<file path="src/design/emtc_defines.vh">
// constants for the external memory timing configuration block
`ifndef EMTC_DEFINES_VH
`define EMTC_DEFINES_VH
`define EMTC_ADDR_W 28
`define EMTC_A2DC_ADDR 28'hFFFFF00
`define EMTC_CST_ADDR 28'hFFFFF04
`define EMTC_SMMS2_BASE 28'hFFFD000
`define EMTC_SMMS3_BASE 28'hFFFE000
`define EMTC_SMMS_SPAN_MSB 11
`define EMTC_SMMS_HI_MSB 27
`define EMTC_SMMS_HI_LSB 12
`define EMTC_A2DC_RESET 16'h0000
`define EMTC_CST_RESET 16'h0000
`define EMTC_A2DC_WMASK 16'hF35E
`define EMTC_CST_WMASK 16'h00FF
`define EMTC_PRE_MSB 15
`define EMTC_PRE_LSB 14
`define EMTC_RCD_MSB 13
`define EMTC_RCD_LSB 12
`define EMTC_RAS_MSB 9
`define EMTC_RAS_LSB 8
`define EMTC_BURST_BIT 6
`define EMTC_COL_MSB 4
`define EMTC_COL_LSB 3
`define EMTC_RFON_BIT 2
`define EMTC_RFKIND_BIT 1
`define EMTC_A5LEAD_MSB 7
`define EMTC_A5LEAD_LSB 6
`define EMTC_A6LEAD_MSB 5
`define EMTC_A6LEAD_LSB 4
`define EMTC_A5TRAIL_MSB 3
`define EMTC_A5TRAIL_LSB 2
`define EMTC_A6TRAIL_MSB 1
`define EMTC_A6TRAIL_LSB 0
`define EMTC_MODE_MSB 9
`define EMTC_MODE_SHIFT 2
`define EMTC_PRE_BASE 4'h1
`define EMTC_PRE_SR_BASE 4'h2
`define EMTC_PRE_SR_STEP 4'h3
`define EMTC_RCD_BASE 3'h1
`define EMTC_RAS_BASE 3'h2
`define EMTC_COL_BASE 4'h8
`endif

</file>
<file path="src/design/emtc_top.v">
// external memory timing configuration: area-2 dram, card strobes, mode set
//
// Summary of operation
// - area-2 dram control is 16 bits, cleared only by power-on reset.
// - with dram in area 2 its bus is 16 bits; software sets others.
// - bits 15:14 give precharge 1-4 cycles, 2/5/8/11 after self-refresh.
// - bits 13:12 give row-to-column delay of 1 to 4 cycles.
// - bits 9:8 give refresh row strobe time of 2 to 5 cycles.
// - bit 6 enables fast page mode bursts; zero disables bursts.
// - bits 4:3 select column address width of 8 to 11 bits.
// - bit 2 enables refresh of area-2 memory.
// - bit 1 picks row-strobe-later or self refresh, only when enabled.
// - ordinary refresh request ends the running bus cycle on the same edge as the refresh starts.
// - self-refresh waits for the bus cycle; requests ignored while in it.
// - card strobe timing is 16 bits, cleared only by power-on reset.
// - card timing bits 15:8 read zero; software writes zero.
// - strobe lead codes give 0.5 to 3.5 cycle delays per area.
// - strobe trail codes give 0.5 to 3.5 cycle delays per area.
// - card strobe width comes from the wait control register.
// - mode setting is write-only; value travels on the address bus.
// - memory receives the mode offset shifted right by two.
// - areas 2 and 3 have separate mode windows, each for its own area.
`timescale 1ns/100ps
`default_nettype none
`include "emtc_defines.vh"
module emtc_top
(
   // clock and power-on reset
   input wire clk,
   input wire resetn,
   // internal register access
   input wire reg_wr,
   input wire reg_rd,
   input wire [`EMTC_ADDR_W-1:0] reg_addr,
   input wire [15:0] reg_wdata,
   output reg [15:0] reg_rdata_r,
   // bus cycle and refresh timer status
   input wire bus_busy,
   input wire refresh_req,
   input wire self_refresh_exit,
   input wire [1:0] wait_strobe_width,
   // area-2 dram timing outputs
   output reg [3:0] precharge_cycles_r,
   output reg [2:0] row_to_column_cycles_r,
   output reg [2:0] refresh_ras_cycles_r,
   output reg burst_enable_r,
   output reg [3:0] column_width_r,
   output reg area2_bus16_r,
   // refresh sequencing
   output reg bus_abort_r,
   output reg cbr_refresh_r,
   output reg in_self_refresh_r,
   // card strobe timing, in half cycles
   output reg [2:0] area5_lead_half_r,
   output reg [2:0] area6_lead_half_r,
   output reg [2:0] area5_trail_half_r,
   output reg [2:0] area6_trail_half_r,
   output reg [1:0] card_strobe_width_r,
   // mode-register-set command
   output wire mrs_area2,
   output wire mrs_area3,
   output wire [`EMTC_MODE_MSB:0] mrs_addr
);
   localparam [1:0] ST_IDLE = 2'b00;
   localparam [1:0] ST_CBR = 2'b01;
   localparam [1:0] ST_SR_WAIT = 2'b10;
   localparam [1:0] ST_SR = 2'b11;

   reg rst_s1_r;
   reg rst_n_r;
   wire [15:0] a2dc;
   wire [15:0] cst;
   reg [1:0] state_r;
   reg [1:0] state_nxt;
   wire wr_a2dc;
   wire wr_cst;
   wire in_win2;
   wire in_win3;
   wire rf_on;
   wire rf_self;
   wire hit_a2dc;
   wire hit_cst;
   reg [3:0] precharge_nxt;
   reg [2:0] area5_lead_half_nxt;
   reg [2:0] area6_lead_half_nxt;
   reg [2:0] area5_trail_half_nxt;
   reg [2:0] area6_trail_half_nxt;

   // half-cycle count for a lead or trail code: 2 * code + 1
   function [2:0] half_cycles;
      input [1:0] code;
      begin
         half_cycles = {code, 1'b1};
      end
   endfunction

   function in_window;
      input [`EMTC_ADDR_W-1:0] a;
      input [`EMTC_ADDR_W-1:0] base;
      begin
         in_window = a[`EMTC_SMMS_HI_MSB:`EMTC_SMMS_HI_LSB] ==
            base[`EMTC_SMMS_HI_MSB:`EMTC_SMMS_HI_LSB];
      end
   endfunction

   // release passes two flops so no flop leaves reset near an edge
   always @(posedge clk or negedge resetn)
   begin
      if (!resetn)
      begin
         rst_s1_r <= 1'b0;
         rst_n_r <= 1'b0;
      end
      else
      begin
         rst_s1_r <= 1'b1;
         rst_n_r <= rst_s1_r;
      end
   end

   // one write per cycle while reg_wr is high; nothing is posted or queued
   assign hit_a2dc = reg_addr == `EMTC_A2DC_ADDR;
   assign hit_cst = reg_addr == `EMTC_CST_ADDR;
   assign wr_a2dc = reg_wr & hit_a2dc;
   assign wr_cst = reg_wr & hit_cst;
   assign in_win2 = in_window(reg_addr, `EMTC_SMMS2_BASE);
   assign in_win3 = in_window(reg_addr, `EMTC_SMMS3_BASE);

   // only power-on reset clears it; no other reset exists here
   emtc_cfg_reg #(
      .RESET_VAL(`EMTC_A2DC_RESET),
      .WMASK(`EMTC_A2DC_WMASK)
   ) u_a2dc (
      .clk(clk),
      .rst_n(rst_n_r),
      .wr_en(wr_a2dc),
      .wr_data(reg_wdata),
      .q_r(a2dc)
   );

   emtc_cfg_reg #(
      .RESET_VAL(`EMTC_CST_RESET),
      .WMASK(`EMTC_CST_WMASK)
   ) u_cst (
      .clk(clk),
      .rst_n(rst_n_r),
      .wr_en(wr_cst),
      .wr_data(reg_wdata),
      .q_r(cst)
   );

   // data bus is ignored on window writes; offset comes from the address
   emtc_mode_issue u_mode (
      .clk(clk),
      .rst_n(rst_n_r),
      .req(reg_wr & (in_win2 | in_win3)),
      .req_area3(in_win3),
      .req_offset(reg_addr[`EMTC_SMMS_SPAN_MSB:0]),
      .mrs_area2_r(mrs_area2),
      .mrs_area3_r(mrs_area3),
      .mrs_addr_r(mrs_addr)
   );

   // window reads return zero: the mode setting is write-only
   always @(posedge clk or negedge rst_n_r)
   begin
      if (!rst_n_r)
         reg_rdata_r <= 16'h0000;
      else if (reg_rd)
      begin
         if (hit_a2dc)
            reg_rdata_r <= a2dc;
         else if (hit_cst)
            reg_rdata_r <= cst;
         else
            reg_rdata_r <= 16'h0000;
      end
   end

   assign rf_on = a2dc[`EMTC_RFON_BIT];
   assign rf_self = a2dc[`EMTC_RFKIND_BIT];

   // self-refresh outranks an ordinary request while both are enabled
   always @*
   begin
      state_nxt = state_r;
      case (state_r)
         ST_IDLE:
         begin
            if (rf_on & rf_self)
               state_nxt = bus_busy ? ST_SR_WAIT : ST_SR;
            else if (rf_on & refresh_req)
               state_nxt = ST_CBR;
         end
         ST_CBR:
            // a held request comes back every other cycle
            state_nxt = ST_IDLE;
         ST_SR_WAIT:
         begin
            if (!(rf_on & rf_self))
               state_nxt = ST_IDLE;
            else if (!bus_busy)
               state_nxt = ST_SR;
         end
         ST_SR:
         begin
            // refresh requests are not looked at here
            if (!(rf_on & rf_self))
               state_nxt = ST_IDLE;
         end
         default:
            state_nxt = ST_IDLE;
      endcase
   end

   // post-self-refresh table applies only while the exit flag is up
   always @*
   begin
      if (self_refresh_exit)
         precharge_nxt = `EMTC_PRE_SR_BASE +
            `EMTC_PRE_SR_STEP *
            {2'h0, a2dc[`EMTC_PRE_MSB:`EMTC_PRE_LSB]};
      else
         precharge_nxt = `EMTC_PRE_BASE +
            {2'h0, a2dc[`EMTC_PRE_MSB:`EMTC_PRE_LSB]};
   end

   always @*
   begin
      area5_lead_half_nxt =
         half_cycles(cst[`EMTC_A5LEAD_MSB:`EMTC_A5LEAD_LSB]);
      area6_lead_half_nxt =
         half_cycles(cst[`EMTC_A6LEAD_MSB:`EMTC_A6LEAD_LSB]);
      area5_trail_half_nxt =
         half_cycles(cst[`EMTC_A5TRAIL_MSB:`EMTC_A5TRAIL_LSB]);
      area6_trail_half_nxt =
         half_cycles(cst[`EMTC_A6TRAIL_MSB:`EMTC_A6TRAIL_LSB]);
   end

   // refresh sequencing
   always @(posedge clk or negedge rst_n_r)
   begin
      if (!rst_n_r)
      begin
         state_r <= ST_IDLE;
         bus_abort_r <= 1'b0;
         cbr_refresh_r <= 1'b0;
         in_self_refresh_r <= 1'b0;
      end
      else
      begin
         state_r <= state_nxt;
         bus_abort_r <= (state_nxt == ST_CBR) & bus_busy;
         cbr_refresh_r <= state_nxt == ST_CBR;
         in_self_refresh_r <= state_nxt == ST_SR;
      end
   end

   // area-2 dram timing follows the register one edge later
   always @(posedge clk or negedge rst_n_r)
   begin
      if (!rst_n_r)
      begin
         precharge_cycles_r <= `EMTC_PRE_BASE;
         row_to_column_cycles_r <= `EMTC_RCD_BASE;
         refresh_ras_cycles_r <= `EMTC_RAS_BASE;
         burst_enable_r <= 1'b0;
         column_width_r <= `EMTC_COL_BASE;
         area2_bus16_r <= 1'b1;
      end
      else
      begin
         precharge_cycles_r <= precharge_nxt;
         row_to_column_cycles_r <= `EMTC_RCD_BASE +
            {1'b0, a2dc[`EMTC_RCD_MSB:`EMTC_RCD_LSB]};
         refresh_ras_cycles_r <= `EMTC_RAS_BASE +
            {1'b0, a2dc[`EMTC_RAS_MSB:`EMTC_RAS_LSB]};
         burst_enable_r <= a2dc[`EMTC_BURST_BIT];
         column_width_r <= `EMTC_COL_BASE +
            {2'h0, a2dc[`EMTC_COL_MSB:`EMTC_COL_LSB]};
         area2_bus16_r <= 1'b1;
      end
   end

   // card strobe timing; the pulse width itself belongs to wait control
   always @(posedge clk or negedge rst_n_r)
   begin
      if (!rst_n_r)
      begin
         area5_lead_half_r <= 3'h1;
         area6_lead_half_r <= 3'h1;
         area5_trail_half_r <= 3'h1;
         area6_trail_half_r <= 3'h1;
         card_strobe_width_r <= 2'h0;
      end
      else
      begin
         area5_lead_half_r <= area5_lead_half_nxt;
         area6_lead_half_r <= area6_lead_half_nxt;
         area5_trail_half_r <= area5_trail_half_nxt;
         area6_trail_half_r <= area6_trail_half_nxt;
         card_strobe_width_r <= wait_strobe_width;
      end
   end
endmodule
`default_nettype wire

</file>
<file path="src/design/emtc_cfg_reg.v">
// power-on-only cleared configuration register with write mask
`timescale 1ns/100ps
`default_nettype none
module emtc_cfg_reg
#(
   parameter [15:0] RESET_VAL = 16'h0000,
   parameter [15:0] WMASK = 16'hFFFF
)
(
   // clock and power-on reset
   input wire clk,
   input wire rst_n,
   // write port
   input wire wr_en,
   input wire [15:0] wr_data,
   // stored value, unused bits zero
   output reg [15:0] q_r
);
   always @(posedge clk or negedge rst_n)
   begin
      if (!rst_n)
         q_r <= RESET_VAL;
      else if (wr_en)
         q_r <= wr_data & WMASK;
   end
endmodule
`default_nettype wire

</file>
<file path="src/design/emtc_mode_issue.v">
// mode-register-set issue for the synchronous memories of areas 2 and 3
`timescale 1ns/100ps
`default_nettype none
`include "emtc_defines.vh"
module emtc_mode_issue
(
   // clock and reset
   input wire clk,
   input wire rst_n,
   // request from the window decode
   input wire req,
   input wire req_area3,
   input wire [`EMTC_SMMS_SPAN_MSB:0] req_offset,
   // command to the memory
   output reg mrs_area2_r,
   output reg mrs_area3_r,
   output reg [`EMTC_MODE_MSB:0] mrs_addr_r
);
   always @(posedge clk or negedge rst_n)
   begin
      if (!rst_n)
      begin
         mrs_area2_r <= 1'b0;
         mrs_area3_r <= 1'b0;
         mrs_addr_r <= {(`EMTC_MODE_MSB+1){1'b0}};
      end
      else
      begin
         mrs_area2_r <= req & ~req_area3;
         mrs_area3_r <= req & req_area3;
         if (req)
            mrs_addr_r <= req_offset[`EMTC_SMMS_SPAN_MSB:`EMTC_MODE_SHIFT];
      end
   end
endmodule
`default_nettype wire

</file>
<file path="config.mk">
export PLATFORM = sky130hd
export DESIGN_NAME = emtc_top
export DESIGN_NICKNAME = d
export VERILOG_FILES = /design/src/design/emtc_top.v /design/src/design/emtc_cfg_reg.v /design/src/design/emtc_mode_issue.v
export VERILOG_INCLUDE_DIRS = /design/src /design/src/design
export SDC_FILE = /design/constraint.sdc
export NUM_CORES = 1
export LEC_CHECK = 0
export ABC_AREA = 1
export BUFFER_PORTS_ARGS = -buffer_cell sky130_fd_sc_hd__buf_2
export CAP_MARGIN = 20
export CORE_MARGIN = 5
export CORE_UTILIZATION = 25
export DETAILED_ROUTE_END_ITERATION = 6
export GPL_TIMING_DRIVEN = 1
export PLACE_DENSITY_LB_ADDON = 0.12
export SLEW_MARGIN = 20
export SYNTH_ARGS = -nofsm -noshare
export SYNTH_HDL_FRONTEND = slang
export SYNTH_SLANG_ARGS = --single-unit
</file>
<file path="constraint.sdc">
create_clock -name clk -period 4.4 [get_ports clk]
set_clock_uncertainty 0.05 [all_clocks]
set_input_delay 0.66 -clock clk [delete_from_list [all_inputs] [get_ports clk]]
set_output_delay 0.66 -clock clk [all_outputs]
set_load 0.03 [all_outputs]
</file>
==> summary.md <==
| Metric | Value |
|---|---|
| Outcome | finished clean |
| Critical path's largest stage delay | between 0.4 and 0.5 ns |
| GP Congestion | 0.765 |
| Max H-tree Level | 3 |
| DIE WIDTH | approximately 120 um |
| Mapped Cells | 304 |
| Post-CTS resize count | 0 |
| DRT Wirelength | 7.26 mm |
| CP Max Fanout | 21 |
| Final std cells w/o fill | 560 |
| Final Net Count | 465 |
| DIE HEIGHT | ~120 um |
| Dpl hpwl | 5.12 mm |
| CP Launch Point | reg_addr[17] |
| Final instance area | just under 0.004 mm2 |
| Critical R2R Launch | u_a2dc.q_r[2] |
| Minimum period implied by the final worst setup slack | around 1.9 ns |
| Crit Path Class | input pin to register |
| Synth cell types | 28 |
| Warnings, synthesis | 0 |
| Fin. Hold Viols | 0 |
| Worst EP required | 4.56 ns |
| DRC errors left | 0 |
| Critical path, cell by cell | buf_2, nand2_1, nor2_1, nand2_1, nor2_4, nand3_2, nand2_1, o21ai_1 |
| Setup ws final | ~2.5 ns |
| Leakage | 2.19 nW |
| # IOs | approximately 110 |
| Site Rows | 40 |
| DRT Pass-1 Iters | 4 |
| Area grow syn2layout | 30.0% |
| Slowest CP cell | nand3_2 |
| First-pass GRT wire length | about 12 mm |
| Fin crit share | 0.429 |
| Synth top cells by count | nand2_1, dfrtp_1, inv_1 |
| Post-synth top area cell | dfrtp_1 |
| Post-synth ARST share | 1.00 |
| Fillcell total | approximately 1,300 |
| Reg clk slew, reported paths | around 0.060 ns |
| Buffers on Ports | between 100 and 150 |
| Most used DFF post-synth | dfrtp_1 |
| Min Hold Slack | 0.0576 ns |
| CTS buffer count | 9 |
| Antenna violations before repair | 0 |
| Final-report max-slew violation count | 0 |
| Placed cells | 544 |
| Max Fclk | around 0.53 GHz |
| Worst slack, placed | 2.14 ns |
| Vias in the first global route | 2,327 |
| Top-count cell post-synth | nand2_1 |
| Count of final setup violators | 0 |
| Post-CTS Setup Bufs | 0 |
| CTS root buffer | clkbuf_16 |
| Core area | 0.0120 mm2 |
| Sequential cell area | roughly 0.0019 mm2 |
| Placement Cell Area | 0.00365 mm2 |
| Worst slew pin tran | between 0.5 and 0.6 ns |
| GRT Residual Overflow | 0 |
| Post-synthesis register bit count | 75 |
| Antenna cells | 0 |
| Worst reg2reg path endpoint | bus_abort_r |
| Number of flops mapped to enable cells by yosys | 0 |
| Largest net degree at the start of global routing | 74 |
| CTS tree | yes |
| Cts hold-fix bufs | 0 |
| Initial Utilization | 0.255 |
| Top cells by area, synth | dfrtp_1, nand2_1, inv_1, o21ai_2, dfstp_2 |
| Critical path launch point type | input pin |
| Syn avg cell area | between 10 and 15 um2 |
| Post-DRT Antenna Nets | 0 |
| Sequential cell area fraction in the yosys report | 0.617 |
| Clock Latency Late Sink | around 0.33 ns |
| Die area | about 0.014 mm2 |
| Clock Path Buffers | 2 |
| Vias | roughly 2,200 |
| Vias/cell | around 4 |
| Setup TNS | 0 ns |
| Reg2reg setup slack | between 3 and 4 ns |
| Synthesized area | 0.00305 mm2 |
| Peak supply drop | between 0.2 and 0.25 mV |
| Slew HR | 0.648 |
| RSZ-0062 raised after global routing | no |
| Worst R2R Path Depth | 4 |
| Area share of the largest cell type after synthesis | 0.591 |
| Area of the multi-input gates | roughly 930 um2 |
| WL/cell | ~13 um |
| DR iter-0 viols | slightly below 80 |
| Max_cap viols | 0 |
| Hold crit path type | input pin to asynchronous set/reset pin |
| CP Capture Type | register |
| Most frequent CP cell | nand2_1 |
| CP arrival | just over 2 ns |
| Share of post-route cells with drive strength above 1 | 0.358 |
| Pwr Density | between 300 and 400 mW/mm2 |
| CTS Sinks | 75 |
| Gr usage total | 0.108 |
## report_power, final
part	switching [mW]	total, mW	leakage, nW	internal [mW]
clock network	0.264	0.714	0.142	0.449
logic	0.0483	0.0728	1.02	0.0245
registers	0.00436	0.698	1.03	0.694
## how the worst max path moves through the flow
stage / endpoint / slack (ns) / cells after the start
global route: u_mode.mrs_addr_r[2] / 2.30 / 8
floorplan: area5_lead_half_r[1] / 2.11 / 0
finish: u_mode.mrs_addr_r[2] / 2.51 / 8
global placement: u_mode.mrs_addr_r[0] / 2.16 / 8
detailed placement: u_mode.mrs_addr_r[2] / 2.14 / 8
CTS: u_mode.mrs_addr_r[2] / 2.48 / 8
## flip-flops by register name (all words and copies together), names as in the netlist, 2 cells and up
| name | count |
|---|---|
| reg_rdata_r | 14 |
| u_a2dc.q_r | 11 |
| u_mode.mrs_addr_r | 10 |
| u_cst.q_r | 8 |
| precharge_cycles_r | 4 |
| refresh_ras_cycles_r | 3 |
| row_to_column_cycles_r | 3 |
| area5_lead_half_r | 2 |
| area5_trail_half_r | 2 |
| area6_lead_half_r | 2 |
| area6_trail_half_r | 2 |
| card_strobe_width_r | 2 |
| column_width_r | 2 |
| state_r | 2 |
## stage by stage
step                      utilization  total power [mW]
after floorplan                     -             0.753
after global placement          0.305             0.781
after detailed placement        0.305             0.782
after CTS                       0.329              1.52
after global routing            0.331              1.56
final                           0.331              1.48
## final cells by class
type	instances	area share
sequential	75	0.475
multi-input combinational	182	0.234
timing repair buffer	103	0.136
clock buffer	12	0.0622
tap	147	0.0464
inverter	38	0.0360
clock inverter	3	0.0101
## per-layer routing
layer  vias to the layer above  global-route usage  share of wire
li1                       1139                   -              -
met1                      1038               0.125           0.41
met2                        52               0.183           0.51
met3                        10              0.0351          0.057
met4                         0              0.0467          0.021
met5                         -                   0              0
## placed cells by master (no fill, tap or decap), drive strengths merged, types with 3 or more instances in the layout
cell    count
clkbuf     12
dfstp       3
buf       103
nand2      90
o21ai      37
dfrtp      72
nand3      18
nor2       15
conb       10
ha          3
inv        38
## critical path, delay by kind of cell
kind | cells | cell delay [ns]
AND/OR/NAND/NOR | 6 | 1.23
buffers and inverters | 1 | 0.07
AO/OA/AOI/OAI | 1 | 0.07
## cell families (layout without fill, tap and decap cells)
| logic type | after synthesis | in the layout | share of synthesized area |
|---|---|---|---|
| buffers and inverters | 55 | 156 | 0.0883 |
| AO/OA/AOI/OAI | 40 | 40 | 0.0846 |
| AND/OR/NAND/NOR | 126 | 126 | 0.186 |
| flip-flops | 75 | 75 | 0.617 |
| XOR/XNOR | 2 | 2 | 0.00575 |
| adder cells (fa/ha/maj) | 3 | 3 | 0.0123 |
| other | 2 | 10 | 0.00246 |
| multiplexers | 1 | 1 | 0.00369 |
(Power assumes the default switching activity.)
